`src/rtl/fpp_pkg.sv`:
```
// Package: map, field layout, cycle counts and protection decode for the flash sequencer
package fpp_pkg;

	// ****************************************
	// Address map (byte addresses on the bus)
	// ****************************************
	localparam logic [15:0] ARRAY_BASE = 16'h8000;
	localparam logic [15:0] PROT_START_ADDR = 16'hff80;
	localparam logic [15:0] CTRL_ADDR = 16'hff88;
	localparam logic [15:0] STAT_ADDR = 16'hff8c;

	// ****************************************
	// Field positions and values
	// ****************************************
	localparam int CTL_PGM = 0;
	localparam int CTL_ERASE = 1;
	localparam int CTL_MASS = 2;
	localparam int CTL_HIGH_VOLTAGE_ENABLE = 3;
	localparam logic [7:0] ERASED_BYTE = 8'hff;
	localparam logic [7:0] PS_RESET = 8'hff;
	localparam logic [7:0] PS_OPEN = 8'hff;
	localparam int ROW_LSB = 6;
	localparam int PAGE_LSB = 7;
	localparam logic [8:0] TOP_PAGE = 9'h1ff;

	// ****************************************
	// Sequence delays in bus-clock cycles
	// ****************************************
	localparam int CNT_W = 20;
	localparam int SETUP_CYC_DEF = 1250;
	localparam int ERASE_CYC_DEF = 12500;
	localparam int MERASE_CYC_DEF = 50000;
	localparam int HOLD_CYC_DEF = 625;
	localparam int RCV_CYC_DEF = 125;

	typedef enum logic [2:0] {
		FPP_IDLE = 3'b000,
		FPP_SELECT = 3'b001,
		FPP_PROT_RD = 3'b011,
		FPP_SETUP = 3'b010,
		FPP_ARMED = 3'b110,
		FPP_ACTIVE = 3'b111,
		FPP_HOLD = 3'b101,
		FPP_RECOVER = 3'b100
	} fpp_state_t;

	// Start address is 1 in bit 15, the byte in 14..7, zeros below
	function automatic logic fpp_prot_hit(input logic [7:0] ps, input logic [15:0] addr);
		logic [15:0] start;
		start = {1'b1, ps, 7'h00};
		fpp_prot_hit = (ps != PS_OPEN) && (addr >= start);
	endfunction

endpackage

```
`src/rtl/fpp_flash_ctrl.sv`:
```
// Flash program/erase sequencer with block protection, APB register slave
//
// Our own choice: register access over APB.
`timescale 1ns/1ps
// ****************************************
// Notes on behaviour
// ****************************************
// Notes on behaviour
// - Erased bits read 1, programmed bits read 0.
// - Pages are two 64-byte rows; erase works on 128-byte pages at least.
// - Programming covers one 64-byte row per operation.
// - High voltage settable only with program or erase selected and sequence kept.
// - Mass select 1 erases the whole array, 0 erases one page.
// - Erase and program select never both 1, never set together.
// - Protect byte lives in flash; changes only by programming or erasing, not bus writes.
// - Start address is 1, protect byte in bits 14..7, zeros below.
// - Everything from start address to the top of memory is protected.
// - All ones protects nothing; all zeros protects the whole array.
// - Each decrement of the protect byte adds one 128-byte page.
// - Value one below all ones protects the top two pages.
// - High voltage refused for erase or program of a protected region; mass erase checks only the latched address against the protect byte.
// - Host reads protect byte after selecting mode, before high voltage.
// - Erasing an unprotected top page also erases the protect byte.
// - Clearing high voltage removes it and stops the pump.
// - Low-power mode suspends operations and puts the array in standby.
module fpp_flash_ctrl import fpp_pkg::*; #(
	parameter int SETUP_CYC = SETUP_CYC_DEF,
	parameter int ERASE_CYC = ERASE_CYC_DEF,
	parameter int MERASE_CYC = MERASE_CYC_DEF,
	parameter int HOLD_CYC = HOLD_CYC_DEF,
	parameter int RCV_CYC = RCV_CYC_DEF
) (
	input wire logic core_clk,
	input wire logic rstn,
	input wire logic [15:0] paddr,
	input wire logic psel,
	input wire logic penable,
	input wire logic pwrite,
	input wire logic [31:0] pwdata,
	output logic [31:0] prdata,
	output logic pready,
	output logic pslverr,
	input wire logic low_power,
	input wire logic [7:0] arr_rdata,
	output logic arr_hv,
	output logic arr_erase,
	output logic arr_mass,
	output logic arr_prog,
	output logic arr_wstb,
	output logic [15:0] arr_addr,
	output logic [7:0] arr_wdata
);

	// ****************************************
	// Bus decode
	// ****************************************
	logic acc, wr, rd, mapped, is_ctl, is_stat, is_ps, arr_wr;
	logic prog, erase, mass, high_voltage_enable, refused, row_fault;
	logic [7:0] ps;
	logic [15:0] latch;
	logic [CNT_W-1:0] cnt;
	fpp_state_t st;
	logic hv_req, hv_ok, mode_sel, ps_read, erase_start;

	assign acc = psel & penable;
	assign wr = acc & pwrite;
	assign rd = acc & ~pwrite;
	assign mapped = paddr >= ARRAY_BASE;
	assign is_ctl = paddr == CTRL_ADDR;
	assign is_stat = paddr == STAT_ADDR;
	assign is_ps = paddr == PROT_START_ADDR;
	// The protect byte location counts as array space for writes
	assign arr_wr = wr & mapped & ~is_ctl & ~is_stat;
	assign pready = 1'b1;
	assign pslverr = acc & ~mapped;
	assign ps_read = rd & is_ps;
	assign mode_sel = erase | prog;
	assign hv_req = wr & is_ctl & pwdata[CTL_HIGH_VOLTAGE_ENABLE] & ~high_voltage_enable;
	// Gate on sequence position, mode and protection of the latched address
	assign hv_ok = (st == FPP_ARMED) & mode_sel & ~low_power
		& ~fpp_prot_hit(ps, latch);
	assign erase_start = hv_req & hv_ok & erase;

	// ****************************************
	// Read data, captured in the setup phase
	// ****************************************
	always_ff @(posedge core_clk) begin
		if (!rstn) begin
			prdata <= 32'h0000_0000;
		end else if (psel & ~penable & ~pwrite) begin
			if (!mapped) begin
				prdata <= 32'h0000_0000;
			end else if (is_ctl) begin
				prdata <= {28'h000_0000, high_voltage_enable, mass, erase, prog};
			end else if (is_stat) begin
				prdata <= {25'h000_0000, st, low_power, row_fault, refused, (cnt == '0)};
			end else if (is_ps) begin
				prdata <= {24'h00_0000, ps};
			end else begin
				prdata <= {24'h00_0000, arr_rdata};
			end
		end
	end

	// ****************************************
	// Control bits
	// ****************************************
	always_ff @(posedge core_clk) begin
		if (!rstn) begin
			prog <= 1'b0;
			erase <= 1'b0;
			mass <= 1'b0;
			high_voltage_enable <= 1'b0;
		end else if (wr & is_ctl) begin
			// A write asking for both selects sets neither
			prog <= pwdata[CTL_PGM] & ~pwdata[CTL_ERASE] & ~erase;
			erase <= pwdata[CTL_ERASE] & ~pwdata[CTL_PGM] & ~prog;
			mass <= pwdata[CTL_MASS];
			// Clearing always wins; setting needs the gate
			high_voltage_enable <= pwdata[CTL_HIGH_VOLTAGE_ENABLE] & (high_voltage_enable | hv_ok);
		end
	end

	always_ff @(posedge core_clk) begin
		if (!rstn) begin
			refused <= 1'b0;
		end else if (hv_req & ~hv_ok) begin
			refused <= 1'b1;
		end else if (wr & is_ctl) begin
			refused <= 1'b0;
		end
	end

	// ****************************************
	// Sequence and delay counter
	// ****************************************
	always_ff @(posedge core_clk) begin
		if (!rstn) begin
			st <= FPP_IDLE;
			cnt <= '0;
		end else if (!low_power) begin
			// Low power freezes the sequence where it stands
			if (cnt != '0) begin
				cnt <= cnt - 1'b1;
			end
			case (st)
				FPP_IDLE: begin
					if (mode_sel) begin
						st <= FPP_SELECT;
					end
				end
				FPP_SELECT: begin
					if (!mode_sel) begin
						st <= FPP_IDLE;
					end else if (ps_read) begin
						st <= FPP_PROT_RD;
					end
				end
				FPP_PROT_RD: begin
					if (!mode_sel) begin
						st <= FPP_IDLE;
					end else if (arr_wr) begin
						st <= FPP_SETUP;
						cnt <= CNT_W'(SETUP_CYC);
					end
				end
				FPP_SETUP: begin
					if (!mode_sel) begin
						st <= FPP_IDLE;
					end else if (cnt == '0) begin
						st <= FPP_ARMED;
					end
				end
				FPP_ARMED: begin
					if (!mode_sel) begin
						st <= FPP_IDLE;
					end else if (hv_req & hv_ok) begin
						st <= FPP_ACTIVE;
						cnt <= CNT_W'(mass ? MERASE_CYC : ERASE_CYC);
					end
				end
				FPP_ACTIVE: begin
					if (wr & is_ctl & ~pwdata[CTL_HIGH_VOLTAGE_ENABLE]) begin
						st <= FPP_RECOVER;
						cnt <= CNT_W'(RCV_CYC);
					end else if (!mode_sel) begin
						st <= FPP_HOLD;
						cnt <= CNT_W'(HOLD_CYC);
					end
				end
				FPP_HOLD: begin
					if (!high_voltage_enable) begin
						st <= FPP_RECOVER;
						cnt <= CNT_W'(RCV_CYC);
					end
				end
				FPP_RECOVER: begin
					if (cnt == '0) begin
						st <= FPP_IDLE;
					end
				end
				default: begin
					st <= FPP_IDLE;
				end
			endcase
		end
	end

	// ****************************************
	// Latched address, program strobes, row check
	// ****************************************
	always_ff @(posedge core_clk) begin
		if (!rstn) begin
			latch <= 16'h0000;
		end else if (st == FPP_PROT_RD && arr_wr && !low_power) begin
			latch <= paddr;
		end
	end

	always_ff @(posedge core_clk) begin
		if (!rstn) begin
			arr_wstb <= 1'b0;
			arr_addr <= 16'h0000;
			arr_wdata <= 8'h00;
			row_fault <= 1'b0;
		end else begin
			arr_wstb <= 1'b0;
			if (st == FPP_ACTIVE && prog && high_voltage_enable && arr_wr && !low_power) begin
				// Only bytes in the latched row are passed on
				if (paddr[15:ROW_LSB] == latch[15:ROW_LSB]) begin
					arr_wstb <= 1'b1;
					arr_addr <= paddr;
					arr_wdata <= pwdata[7:0];
				end else begin
					row_fault <= 1'b1;
				end
			end else if (st == FPP_IDLE && mode_sel) begin
				row_fault <= 1'b0;
			end
		end
	end

	// ****************************************
	// Protect byte, held as an array cell
	// ****************************************
	always_ff @(posedge core_clk) begin
		if (!rstn) begin
			ps <= PS_RESET;
		end else if (erase_start && !fpp_prot_hit(ps, PROT_START_ADDR)
				&& (mass || latch[15:PAGE_LSB] == TOP_PAGE)) begin
			// No hardware shields it; the vector page erase takes it along
			ps <= ERASED_BYTE;
		end else if (st == FPP_ACTIVE && prog && high_voltage_enable && arr_wr && is_ps
				&& latch[15:ROW_LSB] == PROT_START_ADDR[15:ROW_LSB] && !low_power) begin
			// Programming can only clear bits
			ps <= ps & pwdata[7:0];
		end
	end

	// ****************************************
	// Array controls
	// ****************************************
	always_ff @(posedge core_clk) begin
		if (!rstn) begin
			arr_hv <= 1'b0;
			arr_erase <= 1'b0;
			arr_mass <= 1'b0;
			arr_prog <= 1'b0;
		end else begin
			// Standby: every control to the array inactive
			arr_hv <= high_voltage_enable & ~low_power;
			arr_erase <= erase & ~low_power;
			arr_mass <= mass & erase & ~low_power;
			arr_prog <= prog & ~low_power;
		end
	end

	// ****************************************
	// Checks
	// ****************************************
	AST_INTERLOCK: assert property (@(posedge core_clk) disable iff (!rstn)
		!(erase && prog)) else $error("erase and program both set");

	AST_HV_NEEDS_MODE: assert property (@(posedge core_clk) disable iff (!rstn)
		$rose(high_voltage_enable) |-> $past(erase || prog) && $past(st) == FPP_ARMED)
		else $error("high voltage set without selected mode");

	AST_HV_PROTECTED: assert property (@(posedge core_clk) disable iff (!rstn)
		$rose(high_voltage_enable) |-> !fpp_prot_hit(ps, latch)) else $error("high voltage on protected area");

	AST_HV_OFF: assert property (@(posedge core_clk) disable iff (!rstn)
		!high_voltage_enable |=> !arr_hv) else $error("high voltage stays after clear");

	AST_STANDBY: assert property (@(posedge core_clk) disable iff (!rstn)
		low_power |=> !arr_hv && !arr_erase && !arr_prog && !arr_wstb)
		else $error("array active in low power");

	AST_PS_NO_BUSWRITE: assert property (@(posedge core_clk) disable iff (!rstn)
		(ps != $past(ps)) |-> $past(high_voltage_enable) || $rose(high_voltage_enable)) else $error("protect byte changed outside op");

	AST_ALL_ZERO: assert property (@(posedge core_clk) disable iff (!rstn)
		(ps == 8'h00 && hv_req) |=> !high_voltage_enable) else $error("all-zero protect allowed high voltage");

	AST_ROW: assert property (@(posedge core_clk) disable iff (!rstn)
		arr_wstb |-> arr_addr[15:ROW_LSB] == latch[15:ROW_LSB]) else $error("strobe outside row");

	AST_SEQ_ORDER: assert property (@(posedge core_clk) disable iff (!rstn)
		(st == FPP_SETUP && $past(st) != FPP_SETUP) |-> $past(st) == FPP_PROT_RD)
		else $error("setup entered without protect read");

	AST_TOP_TWO: assert property (@(posedge core_clk) disable iff (!rstn)
		(ps == 8'hfe && hv_req && latch[15:8] != 8'hff && st == FPP_ARMED && mode_sel
		&& !low_power) |=> high_voltage_enable) else $error("fe protects too much");

	AST_ROW_REFUSE: assert property (@(posedge core_clk) disable iff (!rstn)
		(st == FPP_ACTIVE && prog && high_voltage_enable && arr_wr && !low_power
		&& paddr[15:ROW_LSB] != latch[15:ROW_LSB]) |=> !arr_wstb && row_fault) else $error("row");

	AST_PS_ERASED: assert property (@(posedge core_clk) disable iff (!rstn)
		(erase_start && mass && !fpp_prot_hit(ps, PROT_START_ADDR)) |=> ps == ERASED_BYTE)
		else $error("protect byte kept over erase");

	AST_MODE_TO_ARRAY: assert property (@(posedge core_clk) disable iff (!rstn)
		!low_power |=> arr_erase == $past(erase) && arr_mass == $past(mass && erase)
		&& arr_prog == $past(prog)) else $error("array mode differs from control");

	AST_OPEN_ALLOWS: assert property (@(posedge core_clk) disable iff (!rstn)
		(st == FPP_ARMED && hv_req && mode_sel && !low_power && ps == PS_OPEN) |=> high_voltage_enable)
		else $error("open array refused high voltage");

	AST_PAGE_STEP: assert property (@(posedge core_clk) disable iff (!rstn)
		(st == FPP_ARMED && hv_req && mode_sel && !low_power
		&& latch[15:PAGE_LSB] < {1'b1, ps}) |=> high_voltage_enable) else $error("page below start refused");

	AST_PS_PROG_AND: assert property (@(posedge core_clk) disable iff (!rstn)
		(st == FPP_ACTIVE && prog && high_voltage_enable && arr_wr && is_ps && !low_power
		&& latch[15:ROW_LSB] == PROT_START_ADDR[15:ROW_LSB])
		|=> ps == ($past(ps) & $past(pwdata[7:0]))) else $error("protect byte program wrong");

	AST_MASS_PROTECTED: assert property (@(posedge core_clk) disable iff (!rstn)
		(st == FPP_ARMED && hv_req && erase && mass && fpp_prot_hit(ps, latch))
		|=> !high_voltage_enable && refused) else $error("mass erase on protected address");

	AST_HV_CLEAR: assert property (@(posedge core_clk) disable iff (!rstn)
		(wr && is_ctl && !pwdata[CTL_HIGH_VOLTAGE_ENABLE]) |=> !high_voltage_enable) else $error("high voltage not cleared");

endmodule

```
`config.mk`:
```
export PLATFORM = sky130hd
export DESIGN_NAME = fpp_flash_ctrl
export DESIGN_NICKNAME = d
export VERILOG_FILES = /design/src/rtl/fpp_pkg.sv /design/src/rtl/fpp_flash_ctrl.sv
export SDC_FILE = /design/constraint.sdc
export NUM_CORES = 1
export LEC_CHECK = 0
export BUFFER_PORTS_ARGS = -buffer_cell sky130_fd_sc_hd__clkbuf_2
export CAP_MARGIN = 20
export CELL_PAD_IN_SITES_DETAIL_PLACEMENT = 1
export CELL_PAD_IN_SITES_GLOBAL_PLACEMENT = 2
export CORE_ASPECT_RATIO = 0.8
export CORE_MARGIN = 2
export CORE_UTILIZATION = 28
export DETAILED_ROUTE_END_ITERATION = 12
export GPL_TIMING_DRIVEN = 0
export PLACE_DENSITY = 0.86
export SYNTH_ARGS = -nofsm -noshare
export SYNTH_HDL_FRONTEND = slang
export SYNTH_SLANG_ARGS = --single-unit
```
`constraint.sdc`:
```
create_clock -name core_clk -period 2.3 [get_ports core_clk]
set_input_delay 0.23 -clock core_clk [delete_from_list [all_inputs] [get_ports core_clk]]
set_output_delay 0.23 -clock core_clk [all_outputs]
set_load 0.01 [all_outputs]
```
======== After elaboration in Yosys (flattened, before gate mapping) ========
Cells that the tools add are included.
word-level totals
  register bits ........................... 114
  input port bits ......................... 62
  output and inout port bits .............. 63
  logic and storage cells ................. 152
cells by class
  add/subtract/negate cells ............... 1
  order comparisons ....................... 2
  equal/unequal tests ..................... 23
  multiplexer cells ....................... 34
  bitwise logic cells ..................... 48
  reductions and logical operators ........ 26
operators with widths
  operator                                                              number
  20-bit two-way mux                                                    8
  20-bit one-hot mux with 4 select lines                                1
  16-bit == test, second input constant                                 3
  3-bit two-way mux                                                     13
  8-bit two-way mux                                                     4
  1-bit AND                                                             30
  3-bit one-hot mux with 8 select lines                                 1
  20-bit zero test                                                      1
  20-bit nonzero test                                                   1
  20-bit by 1-bit subtractor with 20-bit output, second input constant  1
  16-bit greater-or-equal comparator                                    1
  16-bit greater-or-equal comparator, second input constant             1
  16-bit two-way mux                                                    1
  1-bit NOT                                                             15
  1-bit logical AND                                                     13
  3-bit == test, second input constant                                  4
  3-bit != test, second input constant                                  4
  10-bit == test                                                        1
  10-bit == test, second input constant                                 1
  9-bit == test, second input constant                                  1
  9-bit AND reduction                                                   1
  8-bit AND                                                             1
  2-bit != test, second input constant                                  4
  8-bit != test, second input constant                                  1
  other kinds (11)                                                      22

======== Depth between registers and ports, before layout ========
  depth in word-level cells ............... 10
  gate-level depth with buffers ........... 10
  mapped depth without buffers ............ 9

======== Worst setup path after synthesis ========
OpenSTA, ideal clock, no wires.
  path type ............................... register to register
  start ................................... reg latch[7]
  end ..................................... reg cnt[19]
  setup time .............................. 0.074 ns
  arrival ................................. 2.229 ns
  data required time ...................... 2.226 ns
  setup slack ............................. -0.003 ns
  cell stages (with the launch flop) ...... 10
  buffers on the path ..................... 0
  period minus slack after synthesis ...... 2.303 ns
  cells stage by stage .................... dfxtp_1 -> inv_1 -> ha_1 -> nor4b_1 -> a21boi_0 -> o41a_1 -> nand3_1 -> nand3_4 -> or3_1 -> a31oi_1
between the ends
  word-level cells in the longest chain between the ends .. 8
RTL lines
  element                                 RTL line               text
  start, declared                         fpp_flash_ctrl.sv:60   logic [15:0] latch;
  start signal, assigned                  fpp_flash_ctrl.sv:216  latch <= paddr;
  16-bit greater-or-equal comparator      fpp_pkg.sv:51          fpp_prot_hit = (ps != PS_OPEN) && (addr >= start);
  1-bit logical AND                       fpp_pkg.sv:51
  1-bit NOT                               fpp_flash_ctrl.sv:81   & ~fpp_prot_hit(ps, latch);
  1-bit AND                               fpp_flash_ctrl.sv:81
  1-bit AND                               fpp_flash_ctrl.sv:177  end else if (hv_req & hv_ok) begin
  20-bit two-way mux                      fpp_flash_ctrl.sv:177
  20-bit two-way mux                      fpp_flash_ctrl.sv:175  if (!mode_sel) begin
  20-bit one-hot mux with 4 select lines  fpp_flash_ctrl.sv:146  case (st)
  end signal, assigned                    fpp_flash_ctrl.sv:144  cnt <= cnt - 1'b1;
  end signal, assigned                    fpp_flash_ctrl.sv:179  cnt <= CNT_W'(mass ? MERASE_CYC : ERASE_CYC);
  end signal, assigned                    fpp_flash_ctrl.sv:185  cnt <= CNT_W'(RCV_CYC);
  end, declared                           fpp_flash_ctrl.sv:61   logic [CNT_W-1:0] cnt;
No other way between the ends.
A chain may end at the register's enable or synchronous reset.

======== Worst setup path in the final report ========
  start ................................... reg ps[3]
  end ..................................... reg cnt[19]
between the ends
  word-level cells in the longest chain between the ends .. 8
  elaborated cells on any way between the ends .. 9
  classes of those cells .................. order compare: 1; eq/ne: 1; mux: 3; bitwise: 3; reduce/logical: 1
RTL lines
  element                                                                     RTL line               text
  start, declared                                                             fpp_flash_ctrl.sv:59   logic [7:0] ps;
  start signal, assigned                                                      fpp_flash_ctrl.sv:256  ps <= ps & pwdata[7:0];
  16-bit greater-or-equal comparator / 8-bit != test (equally long branches)  fpp_pkg.sv:51
  1-bit logical AND *                                                         fpp_pkg.sv:51
  1-bit NOT *                                                                 fpp_flash_ctrl.sv:81
  1-bit AND *                                                                 fpp_flash_ctrl.sv:81
  1-bit AND *                                                                 fpp_flash_ctrl.sv:177
  20-bit two-way mux *                                                        fpp_flash_ctrl.sv:177
  20-bit two-way mux *                                                        fpp_flash_ctrl.sv:175
  20-bit one-hot mux with 4 select lines *                                    fpp_flash_ctrl.sv:146
Every way passes the cells marked *; elsewhere a longest branch is shown, timed or not.

==> reports/qor.yml <==
route:
  drt-wirelength-per-cell_um: 19.1
  drcViolationCount: 0
  drt_first_pass_iters: 5
  drt-total-wl_mm: 18.4
  via_per_inst: 5.28
  dr.first_iter.drc_count: 288
  ant_nets: 0
  num_vias: 5072
cts:
  cts_sinks: 90
  cts_tree: "yes"
  clk_pin_slew_worst_paths_ps: 70
  clock_path_buffers: 2
  clk_latency_ps: 350
  cts-root-buf: "clkbuf_16"
  h-tree-depth: 3
  cts_made_buffers: 9
status:
  status: "complete, no violations"
floorplanning:
  ios: 125
  die_h_um: 124
  row_count: 43
  fp.dieW_um: 154
  start_util_pct: 28.8
  die-area_um2: 19100
  coreArea_um2: 17500
logic_synthesis:
  synth-main-ff-cell: "dfxtp_1"
  netlist_instances: 602
  async_flop_share_pct: 0
  yosys_warnings: 0
  synth.avg_cell_area_um2: 8.37
  ys_ff_latch: 90
  synthDistinctLibCells: 73
  synth_edf_count: 0
  seq_area_frac_synth_pct: 35.8
  netlist_area_um2: 5040
grt:
  grt_max_degree: 16
  grt_pass1_wl_mm: 27.3
  grt_pass1_vias: 4735
  grt_antenna_before_repair: 0
  met2_usage_pct: 27.7
  met1_usage_pct: 28.0
  track_usage_pct: 18.6
  grt.busiest_layer: "met1"
  grt_remaining_overflow: 0
  grt.met3_usage_pct: 3.20
power_and_ir_drop:
  p_comb_share_pct: 33.6
  swShare_pct: 34.2
  peakVddDrop_mv: 0.309
  power.internal_mw: 3.59
  p_seq_share_pct: 34.6
  switching_power_mw: 1.87
  cellPowerDensity_nw_per_um2: 810
  total_power_mw: 5.46
  leakage_nw: 2.76
  p_clk_share_pct: 31.9
sta:
  fin_worst_skew_ps: 9.91
  slew_viol_final: 0
  setup_tns_ps: 0
  fmax_mhz: 442
  worst_pin_slew_ps: 719
  fin_crit_ps: 2260
  fin_ws_ps: 37.9
  setup_viol: 0
  finalHoldViolCount: 0
  rsz0062_at_grt: "true"
  fin_crit_sh_pct: 98.4
  max_slew_margin_pct: 52.1
hold_path:
  hp-start: "pwdata[4]"
  holdPathEnd: "ps[4]$_SDFFE_PP1P_"
  holdCritPathClass: "in -> reg"
  min_path_cells: 3
setup_path:
  critPathArrivalTime_ps: 2530
  reg2reg_from: "ps[3]$_SDFFE_PP1P_"
  timing.rr.end: "cnt[19]$_SDFFE_PN0N_"
  cp.required_ps: 2560
  worstSetupPathType: "reg -> reg"
  worst_setup_path_start_kind: "flip-flop"
  end_kind: "flip-flop"
  worstRegToRegCells: 9
  regToRegSetupSlack_ps: 40
  crit_fanout: 6
cells_and_area:
  fin_util_pct: 38.6
  mostFrequentLayoutCell: "nor2_1"
  nets: 803
  diodes: 0
  fill_cells: 2082
  area_growth_pct: 33.9
  layout-drive-gt1-share_pct: 31.6
  final_cell_mix: "nor2_1 (82), clkbuf_2 (75), dfxtp_1 (73)"
  design_area_um2: 6740
flow_run:
  drv_cap: 0
place:
  io_buffers: 74
  hpwl_mm: 12.8
  dpl_cell_area_um2: 5780
  gp_congestion: 0.888
  dp_slack_ps: -711
==> logic make-up after synthesis <==
kind of cell | synth area share (%)
simple gates | 24.3
compound gates | 16.7
flops | 35.8
buf+inv | 7.08
mux | 11.0
xor+xnor | 2.43
fa+ha+maj | 2.48
other cells | 0.149
==> worst max-delay path by stage <==
stage	slack (ps)	from	end	cells past startpoint
floorplan	60	latch[7]$_SDFFE_PN0P_	cnt[19]$_SDFFE_PN0N_	9
global placement	-680	latch[7]$_SDFFE_PN0P_	cnt[15]$_SDFFE_PN0N_	9
detailed placement	-710	latch[7]$_SDFFE_PN0P_	cnt[15]$_SDFFE_PN0N_	9
CTS	-6	ps[0]$_SDFFE_PP1P_	cnt[10]$_SDFFE_PN0N_	9
global route	-70	ps[3]$_SDFFE_PP1P_	cnt[19]$_SDFFE_PN0N_	9
finish	40	ps[3]$_SDFFE_PP1P_	cnt[19]$_SDFFE_PN0N_	9
==> worst max-delay path, stage by stage (launching register included) <==
cell	delay [ps]
dfxtp_2	370
inv_1	60
ha_1	310
nand2_1	80
o21a_1	230
o32a_1	400
nand3_4	120
nand3_4	110
or3_1	320
a31oi_1	170
==> per-stage QoR <==
step | hold WS, ps | cells
finish | 122 | 960
global route | 135 | 960
CTS | 125 | 948
detailed placement | 461 | 924
global placement | 445 | 924
floorplan | 374 | 625
==> final cells by class <==
class / count / area (um^2) / share of cell area [%]
inverters: 14 / 55.1 / 0.816
well taps: 225 / 282 / 4.17
multi-input cells: 467 / 3350 / 49.6
plain buffers: 51 / 320 / 4.75
flip-flops and latches: 90 / 1840 / 27.3
clock inverters: 6 / 114 / 1.69
clock buffers: 9 / 225 / 3.34
repair buffers: 98 / 562 / 8.33
==> sequential cells by signal (all words and copies together) (netlist names), 3 cells and up <==
| signal | flops |
|---|---|
| latch | 16 |
| ps | 8 |
| cnt | 20 |
| prdata | 8 |
| arr_wdata | 8 |
| st | 3 |
| arr_addr | 16 |
==> Yosys cell counts (4+ instances only) <==
cell / instances / share of area [%]
a21o_1: 4 / 0.60
o211ai_1: 5 / 0.75
nand4_1: 14 / 1.7
xor2_1: 11 / 1.9
nor3_1: 14 / 1.4
nand3_1: 15 / 1.5
nor4b_1: 4 / 0.70
o22ai_1: 4 / 0.50
o21ai_0: 25 / 2.5
nand2_1: 44 / 3.3
ha_1: 10 / 2.5
nand2b_1: 4 / 0.50
o31ai_1: 4 / 0.60
or4_1: 4 / 0.60
a22oi_1: 5 / 0.75
and3_1: 10 / 1.2
buf_4: 26 / 3.9
a31oi_1: 9 / 1.1
a21oi_1: 35 / 3.5
mux2_2: 4 / 0.89
dfxtp_1: 90 / 36
nor2_1: 88 / 6.6
clkbuf_1: 25 / 1.9
mux2i_1: 51 / 10
inv_1: 13 / 0.97
nor4_1: 8 / 0.99
or3_1: 5 / 0.62
==> metal layers <==
| layer | up-vias | share of wire (%) |
|---|---|---|
| li1 | 2394 | - |
| met1 | 2482 | 50 |
| met2 | 176 | 43 |
| met3 | 20 | 5.2 |
| met4 | 0 | 1.4 |
| met5 | - | 0 |
==> power groups by stage <==
| stage | clock network (mW) | registers [mW] | logic [mW] |
|---|---|---|---|
| 2_1_floorplan | 0 | 1.85 | 1.06 |
| 3_3_place_gp | 0 | 1.89 | 1.40 |
| 3_5_place_dp | 0 | 1.89 | 1.41 |
| 4_1_cts | 1.77 | 1.87 | 1.66 |
| 5_1_grt | 1.85 | 1.91 | 1.99 |
| 6_report | 1.74 | 1.89 | 1.83 |
==> timing repair <==
action	CTS	global route
gates resized for setup	51	59
hold buffers	0	0
endpoints found under the hold margin	0	0
setup endpoints to repair	61	53
pin swaps	20	30
setup buffers	11	13
Power figures use the tool's default switching activity.
